$ cat src/design/bus_signal_if_defines.vh
// constants for the external bus signal interface block
`ifndef BUS_SIGNAL_IF_DEFINES_VH
`define BUS_SIGNAL_IF_DEFINES_VH
// ----------------------------------------------------------------
// register byte offsets
// ----------------------------------------------------------------
`define OFS_CTRL        8'h00
`define OFS_STATUS      8'h04
`define OFS_CLEAR       8'h08
`define OFS_CMD         8'h0C
// ----------------------------------------------------------------
// control register fields
// ----------------------------------------------------------------
`define CTRL_USER_BIT   0
`define CTRL_SCALE_LSB  1
`define CTRL_SCALE_MSB  2
`define CTRL_IRQEN_BIT  3
`define CTRL_BLIT_BIT   4
`define CTRL_LOCK_BIT   5
`define CTRL_WIDTH      6
`define CTRL_RESET      6'h00
// ----------------------------------------------------------------
// command register fields
// ----------------------------------------------------------------
`define CMD_CODE_MSB    3
`define CMD_WRITE_BIT   4
`define CMD_START_BIT   5
`define CMD_STOP_BIT    6
`define CMD_CYCLE_BIT   7
// ----------------------------------------------------------------
// clear register fields (write one to clear)
// ----------------------------------------------------------------
`define CLR_NMI_BIT     0
`define CLR_IRQ_BIT     1
// ----------------------------------------------------------------
// cycle status codes
// ----------------------------------------------------------------
`define ST_IDLE         4'h0
`define ST_WAIT_INSTR   4'h1
`define ST_DSP_XFER     4'h2
`define ST_SLAVE_WAIT   4'h3
`define ST_INTA_MASTER  4'h4
`define ST_INTA_CASC    4'h5
`define ST_EOI_MASTER   4'h6
`define ST_EOI_CASC     4'h7
`define ST_FETCH_SEQ    4'h8
`define ST_FETCH_NSEQ   4'h9
`define ST_DATA_XFER    4'hA
`define ST_RMW_READ     4'hB
`define ST_EA_READ      4'hC
`define ST_SLV_OPERAND  4'hD
`define ST_SLV_STATUS   4'hE
`define ST_SLV_ID       4'hF
// ----------------------------------------------------------------
// timing counts
// ----------------------------------------------------------------
`define DMA_STROBE_TICKS 2'h2
`endif
$ cat src/design/bus_signal_if.v
// external bus signal interface: cycle sequencer, hold arbitration, strobes
`timescale 1ns/100ps
`include "bus_signal_if_defines.vh"
module bus_signal_if
(
    input  wire        I_SYS_CLK,
    input  wire        I_RST,
    input  wire        I_PSEL,
    input  wire        I_PENABLE,
    input  wire        I_PWRITE,
    input  wire [7:0]  I_PADDR,
    input  wire [31:0] I_PWDATA,
    output reg  [31:0] O_PRDATA,
    output reg         O_PREADY,
    output reg         O_PSLVERR,
    input  wire        I_BUS_REQ_N,
    input  wire        I_INT_N,
    input  wire        I_NMI_N,
    input  wire        I_CONTINUOUS_WAIT_N,
    input  wire        I_RESET_IN_N,
    input  wire        I_ADDR_STROBE_N,
    output reg         O_ADDR_STROBE_N,
    output reg         O_ADDR_STROBE_OE_N,
    input  wire        I_TRANSFER_DIRECTION,
    output reg         O_TRANSFER_DIRECTION,
    output reg         O_TRANSFER_DIRECTION_OE_N,
    output reg         O_BUS_GRANT_ACK_N,
    output reg         O_ADDR_LATCH_EN,
    output reg  [3:0]  O_CYCLE_STATUS,
    output reg         O_STATE_TIMING_N,
    output reg         O_READ_N,
    output reg         O_WRITE_N,
    output reg         O_DATA_BUFFER_ENABLE,
    output reg         O_USER_MODE,
    output reg         O_INTERLOCK_ACTIVE_N,
    output reg         O_INSTR_START_PULSE_N,
    output reg         O_BLIT_CYCLE_N,
    output reg         O_RESET_OUT_N,
    output reg         O_BUS_CLOCK_OUT,
    output reg         O_FAST_CLOCK_OUT,
    output reg         O_CMDLIST_IRQ_OUT
);
    // states (one-hot)
    localparam [5:0] S_IDLE = 6'h01;
    localparam [5:0] S_T1   = 6'h02;
    localparam [5:0] S_T2   = 6'h04;
    localparam [5:0] S_T3   = 6'h08;
    localparam [5:0] S_T4   = 6'h10;
    localparam [5:0] S_HOLD = 6'h20;
    // prefetch codes enable the external blitter
    function is_fetch;
        input [3:0] code;
        begin
            is_fetch = (code == `ST_FETCH_SEQ) || (code == `ST_FETCH_NSEQ);
        end
    endfunction
    reg [5:0]  state_q;
    reg [5:0]  state_d;
    reg [`CTRL_WIDTH-1:0] ctrl_q;
    reg        hold_req_q;
    reg        int_s1_q;
    reg        int_s2_q;
    reg        nmi_s1_q;
    reg        nmi_s2_q;
    reg        nmi_s3_q;
    reg        nmi_pend_q;
    reg        irq_q;
    reg        cmd_pend_q;
    reg [3:0]  cmd_code_q;
    reg        cmd_write_q;
    reg        committed_q;
    reg [3:0]  cyc_code_q;
    reg        cyc_write_q;
    reg        bclk_q;
    reg [3:0]  fdiv_q;
    reg        dma_ads_q;
    reg [1:0]  dma_cnt_q;
    reg        dma_write_q;
    wire       tick      = ~bclk_q;   // bus clock rises on the next edge
    wire       apb_acc   = I_PSEL & I_PENABLE & O_PREADY;
    wire       apb_wr    = apb_acc & I_PWRITE;
    wire       wr_ctrl   = apb_wr & (I_PADDR == `OFS_CTRL);
    wire       wr_clear  = apb_wr & (I_PADDR == `OFS_CLEAR);
    wire       wr_cmd    = apb_wr & (I_PADDR == `OFS_CMD);
    wire       nmi_fall  = nmi_s3_q & ~nmi_s2_q;
    wire       stop_evt  = wr_cmd & I_PWDATA[`CMD_STOP_BIT];
    wire       in_cycle  = state_q[1] | state_q[2] | state_q[3] | state_q[4];
    wire       own_rd    = (state_q[2] | state_q[3]) & ~cyc_write_q;
    wire       own_wr    = (state_q[2] | state_q[3]) & cyc_write_q;
    wire       dma_busy  = state_q[5] & (dma_cnt_q != 2'h0);
    // ----------------------------------------------------------------
    // apb slave: zero wait, answer prepared in setup phase
    // ----------------------------------------------------------------
    always @(posedge I_SYS_CLK)
    begin
        if (I_RST)
        begin
            O_PREADY  <= 1'b0;
            O_PSLVERR <= 1'b0;
            O_PRDATA  <= 32'h00000000;
        end
        else
        begin
            O_PREADY  <= I_PSEL & ~I_PENABLE;
            O_PSLVERR <= I_PSEL & ~I_PENABLE & (I_PADDR != `OFS_CTRL)
                         & (I_PADDR != `OFS_STATUS) & (I_PADDR != `OFS_CLEAR)
                         & (I_PADDR != `OFS_CMD);
            O_PRDATA  <= 32'h00000000;
            if (I_PSEL & ~I_PENABLE & ~I_PWRITE)
            begin
                case (I_PADDR)
                    `OFS_CTRL:   O_PRDATA <= {26'h0, ctrl_q};
                    `OFS_STATUS: O_PRDATA <= {16'h0000, 2'h0, state_q,
                                              3'h0, cmd_pend_q, irq_q,
                                              nmi_pend_q, ~int_s2_q,
                                              ~hold_req_q};
                    default:     O_PRDATA <= 32'h00000000;
                endcase
            end
        end
    end
    // control register
    always @(posedge I_SYS_CLK)
    begin
        if (I_RST)
            ctrl_q <= `CTRL_RESET;
        else if (wr_ctrl)
            ctrl_q <= I_PWDATA[`CTRL_WIDTH-1:0];
    end
    // input synchronisers; bus request gets one stage only, trading
    // metastability margin for grant latency (requester should be synchronous)
    always @(posedge I_SYS_CLK)
    begin
        if (I_RST)
        begin
            hold_req_q <= 1'b0;
            int_s1_q   <= 1'b1;
            int_s2_q   <= 1'b1;
            nmi_s1_q   <= 1'b1;
            nmi_s2_q   <= 1'b1;
            nmi_s3_q   <= 1'b1;
        end
        else
        begin
            hold_req_q <= ~I_BUS_REQ_N;
            int_s1_q   <= I_INT_N;
            int_s2_q   <= int_s1_q;
            nmi_s1_q   <= I_NMI_N;
            nmi_s2_q   <= nmi_s1_q;
            nmi_s3_q   <= nmi_s2_q;
        end
    end
    // sticky event flags; a new event beats a simultaneous clear
    always @(posedge I_SYS_CLK)
    begin
        if (I_RST)
        begin
            nmi_pend_q <= 1'b0;
            irq_q      <= 1'b0;
        end
        else
        begin
            if (nmi_fall)
                nmi_pend_q <= 1'b1;
            else if (wr_clear & I_PWDATA[`CLR_NMI_BIT])
                nmi_pend_q <= 1'b0;
            if (stop_evt & ctrl_q[`CTRL_IRQEN_BIT])
                irq_q <= 1'b1;
            else if (wr_clear & I_PWDATA[`CLR_IRQ_BIT])
                irq_q <= 1'b0;
        end
    end
    // bus cycle request from software; one may wait while one runs
    always @(posedge I_SYS_CLK)
    begin
        if (I_RST)
        begin
            cmd_pend_q  <= 1'b0;
            cmd_code_q  <= `ST_IDLE;
            cmd_write_q <= 1'b0;
        end
        else if (wr_cmd & I_PWDATA[`CMD_CYCLE_BIT] & ~cmd_pend_q)
        begin
            cmd_pend_q  <= 1'b1;
            cmd_code_q  <= I_PWDATA[`CMD_CODE_MSB:0];
            cmd_write_q <= I_PWDATA[`CMD_WRITE_BIT];
        end
        else if (tick & state_d[1] & ~state_q[1])
            cmd_pend_q  <= 1'b0;
    end
    // ----------------------------------------------------------------
    // bus clock and fast clock dividers
    // ----------------------------------------------------------------
    // fast clock toggles every 2^scale system clocks; a flop output cannot
    // follow the oscillator itself, so scale 0 gives half the system rate
    always @(posedge I_SYS_CLK)
    begin
        if (I_RST)
        begin
            bclk_q           <= 1'b0;
            fdiv_q           <= 4'h0;
            O_BUS_CLOCK_OUT  <= 1'b0;
            O_FAST_CLOCK_OUT <= 1'b0;
        end
        else
        begin
            bclk_q          <= ~bclk_q;
            O_BUS_CLOCK_OUT <= ~bclk_q;
            if (fdiv_q >= ((4'h1 << ctrl_q[`CTRL_SCALE_MSB:`CTRL_SCALE_LSB]) - 4'h1))
            begin
                fdiv_q           <= 4'h0;
                O_FAST_CLOCK_OUT <= ~O_FAST_CLOCK_OUT;
            end
            else
                fdiv_q <= fdiv_q + 4'h1;
        end
    end
    // ----------------------------------------------------------------
    // cycle sequencer and hold arbitration
    // ----------------------------------------------------------------
    always @*
    begin
        state_d = state_q;
        case (state_q)
            S_IDLE:
            begin
                if (hold_req_q)
                    state_d = S_HOLD;
                else if (cmd_pend_q)
                    state_d = S_T1;
            end
            S_T1: state_d = S_T2;
            S_T2:
            begin
                if (~I_CONTINUOUS_WAIT_N)
                    state_d = S_T3;
                else
                    state_d = S_T4;
            end
            S_T3:
            begin
                if (I_CONTINUOUS_WAIT_N)
                    state_d = S_T4;
            end
            S_T4:
            begin
                if (committed_q)
                    state_d = S_T1;
                else if (hold_req_q)
                    state_d = S_HOLD;
                else if (cmd_pend_q)
                    state_d = S_T1;
                else
                    state_d = S_IDLE;
            end
            S_HOLD:
            begin
                if (~hold_req_q & ~dma_busy)
                    state_d = S_IDLE;
            end
            default: state_d = S_IDLE;
        endcase
    end
    // follow-on cycle is committed one state before T4; later requests wait a T4
    always @(posedge I_SYS_CLK)
    begin
        if (I_RST)
        begin
            state_q     <= S_IDLE;
            committed_q <= 1'b0;
            cyc_code_q  <= `ST_IDLE;
            cyc_write_q <= 1'b0;
        end
        else if (tick)
        begin
            state_q <= state_d;
            if (state_d[4] & ~state_q[4])
                committed_q <= cmd_pend_q & ~hold_req_q;
            else if (state_d[1])
                committed_q <= 1'b0;
            if (state_d[1] & ~state_q[1])
            begin
                cyc_code_q  <= cmd_code_q;
                cyc_write_q <= cmd_write_q;
            end
        end
    end
    // dma strobe generation while the bus is granted
    always @(posedge I_SYS_CLK)
    begin
        if (I_RST)
        begin
            dma_ads_q   <= 1'b1;
            dma_cnt_q   <= 2'h0;
            dma_write_q <= 1'b0;
        end
        else if (tick)
        begin
            dma_ads_q <= I_ADDR_STROBE_N;
            if (state_q[5] & dma_ads_q & ~I_ADDR_STROBE_N)
            begin
                dma_cnt_q   <= `DMA_STROBE_TICKS;
                dma_write_q <= I_TRANSFER_DIRECTION;
            end
            else if (dma_cnt_q != 2'h0)
                dma_cnt_q <= dma_cnt_q - 2'h1;
        end
    end
    // ----------------------------------------------------------------
    // pin outputs, all registered
    // ----------------------------------------------------------------
    always @(posedge I_SYS_CLK)
    begin
        if (I_RST)
        begin
            O_ADDR_STROBE_N           <= 1'b1;
            O_ADDR_STROBE_OE_N        <= 1'b0;
            O_TRANSFER_DIRECTION      <= 1'b0;
            O_TRANSFER_DIRECTION_OE_N <= 1'b0;
            O_BUS_GRANT_ACK_N         <= 1'b1;
            O_ADDR_LATCH_EN           <= 1'b0;
            O_CYCLE_STATUS            <= `ST_IDLE;
            O_STATE_TIMING_N          <= 1'b1;
            O_READ_N                  <= 1'b1;
            O_WRITE_N                 <= 1'b1;
            O_DATA_BUFFER_ENABLE      <= 1'b0;
            O_BLIT_CYCLE_N            <= 1'b1;
        end
        else
        begin
            // strobe and direction pins are released to the outside master while granted
            O_ADDR_STROBE_N           <= ~state_q[1];
            O_ADDR_STROBE_OE_N        <= state_q[5];
            O_TRANSFER_DIRECTION      <= cyc_write_q;
            O_TRANSFER_DIRECTION_OE_N <= state_q[5];
            O_BUS_GRANT_ACK_N         <= ~state_q[5];
            O_ADDR_LATCH_EN           <= state_q[1] | state_q[5]
                                         | (state_q[4] & ~committed_q & hold_req_q);
            O_CYCLE_STATUS            <= in_cycle ? cyc_code_q : `ST_IDLE;
            O_STATE_TIMING_N          <= ~(state_q[2] | state_q[3]
                                           | dma_busy);
            O_READ_N                  <= ~(own_rd | (dma_busy & ~dma_write_q));
            O_WRITE_N                 <= ~(own_wr | (dma_busy & dma_write_q));
            O_DATA_BUFFER_ENABLE      <= state_q[2] | state_q[3] | dma_busy;
            O_BLIT_CYCLE_N            <= ~(in_cycle & (is_fetch(cyc_code_q)
                                           | (ctrl_q[`CTRL_BLIT_BIT]
                                              & (cyc_code_q == `ST_DATA_XFER))));
        end
    end
    // instruction status and system outputs
    always @(posedge I_SYS_CLK)
    begin
        if (I_RST)
        begin
            O_USER_MODE           <= 1'b0;
            O_INTERLOCK_ACTIVE_N  <= 1'b1;
            O_INSTR_START_PULSE_N <= 1'b1;
            O_RESET_OUT_N         <= 1'b0;
            O_CMDLIST_IRQ_OUT     <= 1'b0;
        end
        else
        begin
            O_USER_MODE           <= ctrl_q[`CTRL_USER_BIT];
            O_INTERLOCK_ACTIVE_N  <= ~ctrl_q[`CTRL_LOCK_BIT];
            O_INSTR_START_PULSE_N <= ~(wr_cmd & I_PWDATA[`CMD_START_BIT]);
            O_RESET_OUT_N         <= I_RESET_IN_N;
            O_CMDLIST_IRQ_OUT     <= irq_q;
        end
    end
endmodule // bus_signal_if

$ cat config.mk
export PLATFORM = sky130hd
export DESIGN_NAME = bus_signal_if
export DESIGN_NICKNAME = d
export VERILOG_FILES = /design/src/design/bus_signal_if.v
export VERILOG_INCLUDE_DIRS = /design/src /design/src/design
export SDC_FILE = /design/constraint.sdc
export NUM_CORES = 1
export LEC_CHECK = 0
export ABC_AREA = 1
export CORE_MARGIN = 3
export CORE_UTILIZATION = 50
export DETAILED_ROUTE_END_ITERATION = 6
export DONT_BUFFER_PORTS = 1
export GPL_TIMING_DRIVEN = 0
export HOLD_SLACK_MARGIN = 0.1
export SYNTH_ARGS = -nofsm -noshare
export SYNTH_HDL_FRONTEND = slang
export SYNTH_SLANG_ARGS = --single-unit
$ cat constraint.sdc
create_clock -name I_SYS_CLK -period 1.8 [get_ports I_SYS_CLK]
set_clock_uncertainty 0.05 [all_clocks]
set_input_delay 0.09 -clock I_SYS_CLK [delete_from_list [all_inputs] [get_ports I_SYS_CLK]]
set_output_delay 0.09 -clock I_SYS_CLK [all_outputs]
set_load 0.01 [all_outputs]
* Word level (Yosys, flattened, before mapping)
Cells that the tools add are included.
** Storage, ports and cells
- Bits in registers :: 95
- Logic and storage cells :: 174
** Operators by class
- $add $sub $neg :: 3
- Magnitude comparators :: 1
- Equal/unequal tests :: 18
- Shift operators :: 1
- Mux-type cells :: 20
- Bitwise operators :: 72
- Reductions and logical operators :: 17
** Operator list (number)
- $and A1 B1 Y1 :: 37
- $mux W6 :: 6
- $pmux W6 S6 :: 1
- $pmux W14 S2 :: 1
- $not A1 Y1 :: 25
- $eq A8 B4 Y1 const B :: 2
- $ne A8 B4 Y1 const B :: 2
- $eq A4 B4 Y1 const B :: 3
- $reduce_bool A2 Y1 :: 6
- $or A1 B1 Y1 :: 10
- $eq A8 B3 Y1 const B :: 1
- $logic_not A8 Y1 :: 1
- $mux W1 :: 8
- $ne A8 B3 Y1 const B :: 1
- $reduce_and A2 Y1 :: 4
- $reduce_bool A8 Y1 :: 1
- $eq A6 B1 Y1 const B :: 1
- $eq A6 B2 Y1 const B :: 1
- $eq A6 B3 Y1 const B :: 1
- $eq A6 B4 Y1 const B :: 1
- $eq A6 B5 Y1 const B :: 1
- $eq A6 B6 Y1 const B :: 1
- $mux W2 :: 3
- $reduce_or A2 Y1 :: 3
- other kinds (10) :: 11

* Depth between registers and ports, before layout
- Depth in word-level cells :: 10
- Gate-level depth with buffers :: 11
- Mapped depth without buffers :: 11

* Least setup slack after synthesis
OpenSTA, ideal clock, no wires.
- Path kind :: reg2reg
- Start :: register ctrl_q[1]
- End :: register O_FAST_CLOCK_OUT
- Setup time :: 0.113 ns
- Arrival time :: 1.186 ns
- Required time :: 1.637 ns
- Path slack :: 0.451 ns
- Stages on the path, launching flop included :: 9
- Buffers on the path :: 0
- Period minus slack after synthesis :: 1.349 ns
- Path through :: dfxtp_1 or2_2 ha_1 o21bai_1 nand3_1 nand3_1 nand2_1 nand2_1 nor2_1
** Between the ends
- Cells in the longest elaborated chain, start to end :: 3
** RTL lines
- start, declared :: RTL line bus_signal_if.v:59 : reg [`CTRL_WIDTH-1:0] ctrl_q;
- start signal, assigned :: RTL line bus_signal_if.v:126 : ctrl_q <= `CTRL_RESET;
- start signal, assigned :: RTL line bus_signal_if.v:128 : ctrl_q <= I_PWDATA[`CTRL_WIDTH-1:0];
- $shl A1 B2 Y4 :: RTL line bus_signal_if.v:209 : if (fdiv_q >= ((4'h1 << ctrl_q[`CTRL_SCALE_MSB:`CTRL_SCALE_LSB]) - 4'h1))
- $sub A4 B1 Y4 :: RTL line bus_signal_if.v:209
- $ge A4 B4 Y1 :: RTL line bus_signal_if.v:209
- end signal, assigned :: RTL line bus_signal_if.v:212 : O_FAST_CLOCK_OUT <= ~O_FAST_CLOCK_OUT;
- end, declared :: RTL line bus_signal_if.v:40 : output reg O_FAST_CLOCK_OUT,
Every way passes these cells.
A chain may end at the register's enable or synchronous reset.

* Worst setup path in the final report
- Start :: input port I_PSEL
- End :: register O_PRDATA[10]
** Between the ends
- Cells in the longest elaborated chain, start to end :: 4
** RTL lines
- start, declared :: RTL line bus_signal_if.v:8 : input wire I_PSEL,
- $and A1 B1 Y1 (2 in a row) :: RTL line bus_signal_if.v:109 : if (I_PSEL & ~I_PENABLE & ~I_PWRITE)
- $not A1 Y1 (no line)
- $reduce_or A2 Y1 (no line)
- end signal, assigned :: RTL line bus_signal_if.v:112 : `OFS_CTRL: O_PRDATA <= {26'h0, ctrl_q};
- end signal, assigned :: RTL line bus_signal_if.v:113 : `OFS_STATUS: O_PRDATA <= {16'h0000, 2'h0, state_q,
- end, declared :: RTL line bus_signal_if.v:13 : output reg [31:0] O_PRDATA,
Every way passes these cells.

==> reports/summary.txt <==
HOLD PATH
-------------------------------------------------------------------------------------------------
Worst hold stages                                                                               5
Class of the most critical hold timing path                                                in2reg
Launch point of the worst hold path                                                    I_PADDR[5]

PLACE
-------------------------------------------------------------------------------------------------
Routability cong.                                                                           0.883
DP HPWL                                                                                   4930 um
Port bufs                                                                                       0
Placement-stage cell area                                                                3320 um2

STA
-------------------------------------------------------------------------------------------------
Max-slew headroom                                                                           63.9%
Final count of negative-setup-slack endpoints                                                   0
Hold Fails Final Rpt                                                                            0
RSZ-0062 raised after global routing                                                          yes
Post-route fraction of the period consumed by the critical path                             98.0%
Maximum achievable frequency                                                              567 MHz
Setup TNS                                                                                    0 ps
Max-slew violation count                                                                        0
Worst Tran Pin Value                                                                       538 ps
Min cycle time layout                                                                     1760 ps

CLOCK NETWORK
-------------------------------------------------------------------------------------------------
CTS tree                                                                                      yes
CTS clock-pin slew for the worst setup and hold paths                                       70 ps
Clk sink count                                                                                 75
Max H-tree Level                                                                                3
CTS buffer count                                                                                9
Latest clock arrival within the worst-skew pair                                            340 ps
Clock Root Buffer                                                                    sky130_fd_sc_hd__clkbuf_8
Max Buffers Root-to-Sink                                                                        2

CRITICAL PATH
-------------------------------------------------------------------------------------------------
WP data required                                                                          2000 ps
Critical-path maximum fanout                                                                   10
Worst setup startpoint                                                                     I_PSEL
Reg-to-reg startpoint                                                                    O_PREADY
Setup Crit Path Kind                                                                       in2reg
Count of cells along the worst register-to-register path                                        4
Endpoint type of the worst setup path                                                   flip-flop
CP arrival                                                                                1970 ps
Type of element launching the critical path                                          primary input

DIE
-------------------------------------------------------------------------------------------------
Width of the die                                                                          85.4 um
Height of the chip                                                                        85.4 um
Initial cell density of the core                                                            52.3%
Number of rows created at floorplan                                                            28
Die area                                                                                 7290 um2
Area of the placeable core                                                               6030 um2
Top Ports                                                                                     108

POWER
-------------------------------------------------------------------------------------------------
Total Power                                                                               3.79 mW
Power density over cell area                                                           982 nW/um2
Leakage                                                                                   1.65 nW
Worst-case vdd ir drop                                                                   0.694 mV

DETAILED ROUTING
-------------------------------------------------------------------------------------------------
Avg WL per Cell                                                                           13.2 um
Number of vias per cell                                                                      4.91
First DRT Iteration DRCs                                                                      197
Number of optimization iterations in the first detailed-route pass                              5
Total Routed Length                                                                       7090 um
Via total after detailed routing                                                            2,640
Number of nets with antenna violations after routing                                            0
Post-route DRC                                                                                  0

SYNTH
-------------------------------------------------------------------------------------------------
Syn Std Cell Area                                                                        3150 um2
Mean instance size in the synthesized netlist                                            8.00 um2
Synthesized flop and latch total                                                               75
EDFF count, synth                                                                               0
Proportion of synthesized flip-flops having asynchronous set or reset                          0%
Number of standard cells after synthesis                                                      394
Cell types with the largest area share after synthesis                               sky130_fd_sc_hd__dfxtp_1, sky130_fd_sc_hd__nand2_1, sky130_fd_sc_hd__nor2_1
Yosys Warn Count                                                                                0
Number of distinct library cell variants in the gate-level netlist after synthesis             34
Portion of the post-synthesis area used by sequential elements                              47.7%
Top cell type's share of synthesized area                                                   47.7%
Dominant cell type by area after synthesis                                           sky130_fd_sc_hd__dfxtp_1
Most instantiated flip-flop cell in the synthesis netlist                            sky130_fd_sc_hd__dfxtp_1

LAYOUT
-------------------------------------------------------------------------------------------------
Most frequent cells in the layout                                                    sky130_fd_sc_hd__dfxtp_1, sky130_fd_sc_hd__nand2_1, sky130_fd_sc_hd__nor2_1
Number of nets in the layout                                                                  516
Number of fillers in the final layout                                                         537
Number of antenna repair diodes                                                                 0
Combined area of the multi-input logic cells                                             1350 um2
Fraction of final layout cells with drive strength greater than 1                           15.8%
Post-layout instance area                                                                3860 um2
Most common cell after layout, fill and taps aside                                   sky130_fd_sc_hd__dfxtp_1
Storage element area                                                                     1510 um2
Relative area change from synthesis to final layout                                         22.4%

GRT
-------------------------------------------------------------------------------------------------
Global Route Usage Sum                                                                      20.6%
Via count of the first global-routing pass                                                  2,452
First-pass GRT wire length                                                              11,900 um
Pin count of the biggest net entering global routing                                           12
Initial antenna violation count                                                                 0
Global-route congestion overflow total                                                          0

STATUS
-------------------------------------------------------------------------------------------------
Outcome                                                                              complete, no violations

JOB
-------------------------------------------------------------------------------------------------
Max-cap violation count                                                                         0

[flip-flops by register name (all words and copies together), names as in the netlist, 2 cells and up]
name / flops
fdiv_q: 4
cmd_code_q: 4
cyc_code_q: 4
dma_cnt_q: 2
state_q: 6
O_PRDATA: 12
O_CYCLE_STATUS: 4
ctrl_q: 6
[cells in the mapped netlist (6+ instances only)]
cell                      number
sky130_fd_sc_hd__dfxtp_1      75
sky130_fd_sc_hd__nand2_1      60
sky130_fd_sc_hd__nor2_1       48
sky130_fd_sc_hd__inv_1        44
sky130_fd_sc_hd__nand3_1      30
sky130_fd_sc_hd__a21oi_1      24
sky130_fd_sc_hd__buf_4        21
sky130_fd_sc_hd__nand4_1      11
sky130_fd_sc_hd__nor3_1        9
sky130_fd_sc_hd__o21ai_0       9
sky130_fd_sc_hd__nor2_4        8
sky130_fd_sc_hd__ha_1          6
[repair_timing]
action,4_1_cts,5_1_grt
resized for setup,0,6
endpoints found under the setup margin,0,6
hold endpoints to repair,58,3
buffers inserted,0,0
hold buffers,33,2
[path summary, 6_finish.rpt]
path	endpoint	slack (ps)
hold reg to reg	nmi_s2_q	360
setup reg to reg	O_INSTR_START_PULSE_N	60
setup / recovery	O_PRDATA[10]	40
hold / removal	irq_q	140
[final cells by class]
class | instances | area share [%]
Sequential cell | 75 | 39.1
Multi-Input combinational cell | 262 | 35.1
Timing Repair Buffer | 34 | 8.82
Buffer | 27 | 4.93
Inverter | 49 | 4.77
Clock buffer | 14 | 3.96
Tap cell | 75 | 2.43
Clock inverter | 2 | 0.908
[critical path: stages]
cell                            delay, ps
sky130_fd_sc_hd__dlygate4sd3_1        570
sky130_fd_sc_hd__nand2_1               70
sky130_fd_sc_hd__nor2_2               100
sky130_fd_sc_hd__dlygate4sd3_1        590
sky130_fd_sc_hd__nand2_1              120
sky130_fd_sc_hd__buf_2                230
sky130_fd_sc_hd__nor3_1               200
[per-stage QoR]
stage,setup WS (ps),hold WS [ps],std cells,utilization (%)
global route,-42.4,182,538,64.0
detailed placement,292,114,488,55.0
finish,35.3,143,538,64.0
global placement,267,115,488,55.0
CTS,22.2,107,537,63.6
floorplan,451,112,413,-
[layer usage]
layer	wire, um	global-route usage [%]
met5	0	0
met4	71	5.90
met3	512	6.21
met2	3250	31.7
met1	3250	27.8
[report_power, final]
part	switching [mW]	internal, mW	total, mW
Combinational	0.423	0.278	0.701
Clock	0.556	0.679	1.23
Sequential	0.0975	1.75	1.85
[cells by family (layout without fill, tap and decap cells)]
group           Yosys count  after routing  synth area share, %
compound gates           43             43                 7.27
fa+ha+maj                 6              6                 2.38
buf+inv                  76            126                 11.9
xor+xnor                  3              3                0.834
other cells               2             21                0.238
simple gates            189            189                 29.7
flops                    75             75                 47.7
Note: power is estimated with default switching activity, not from simulation.
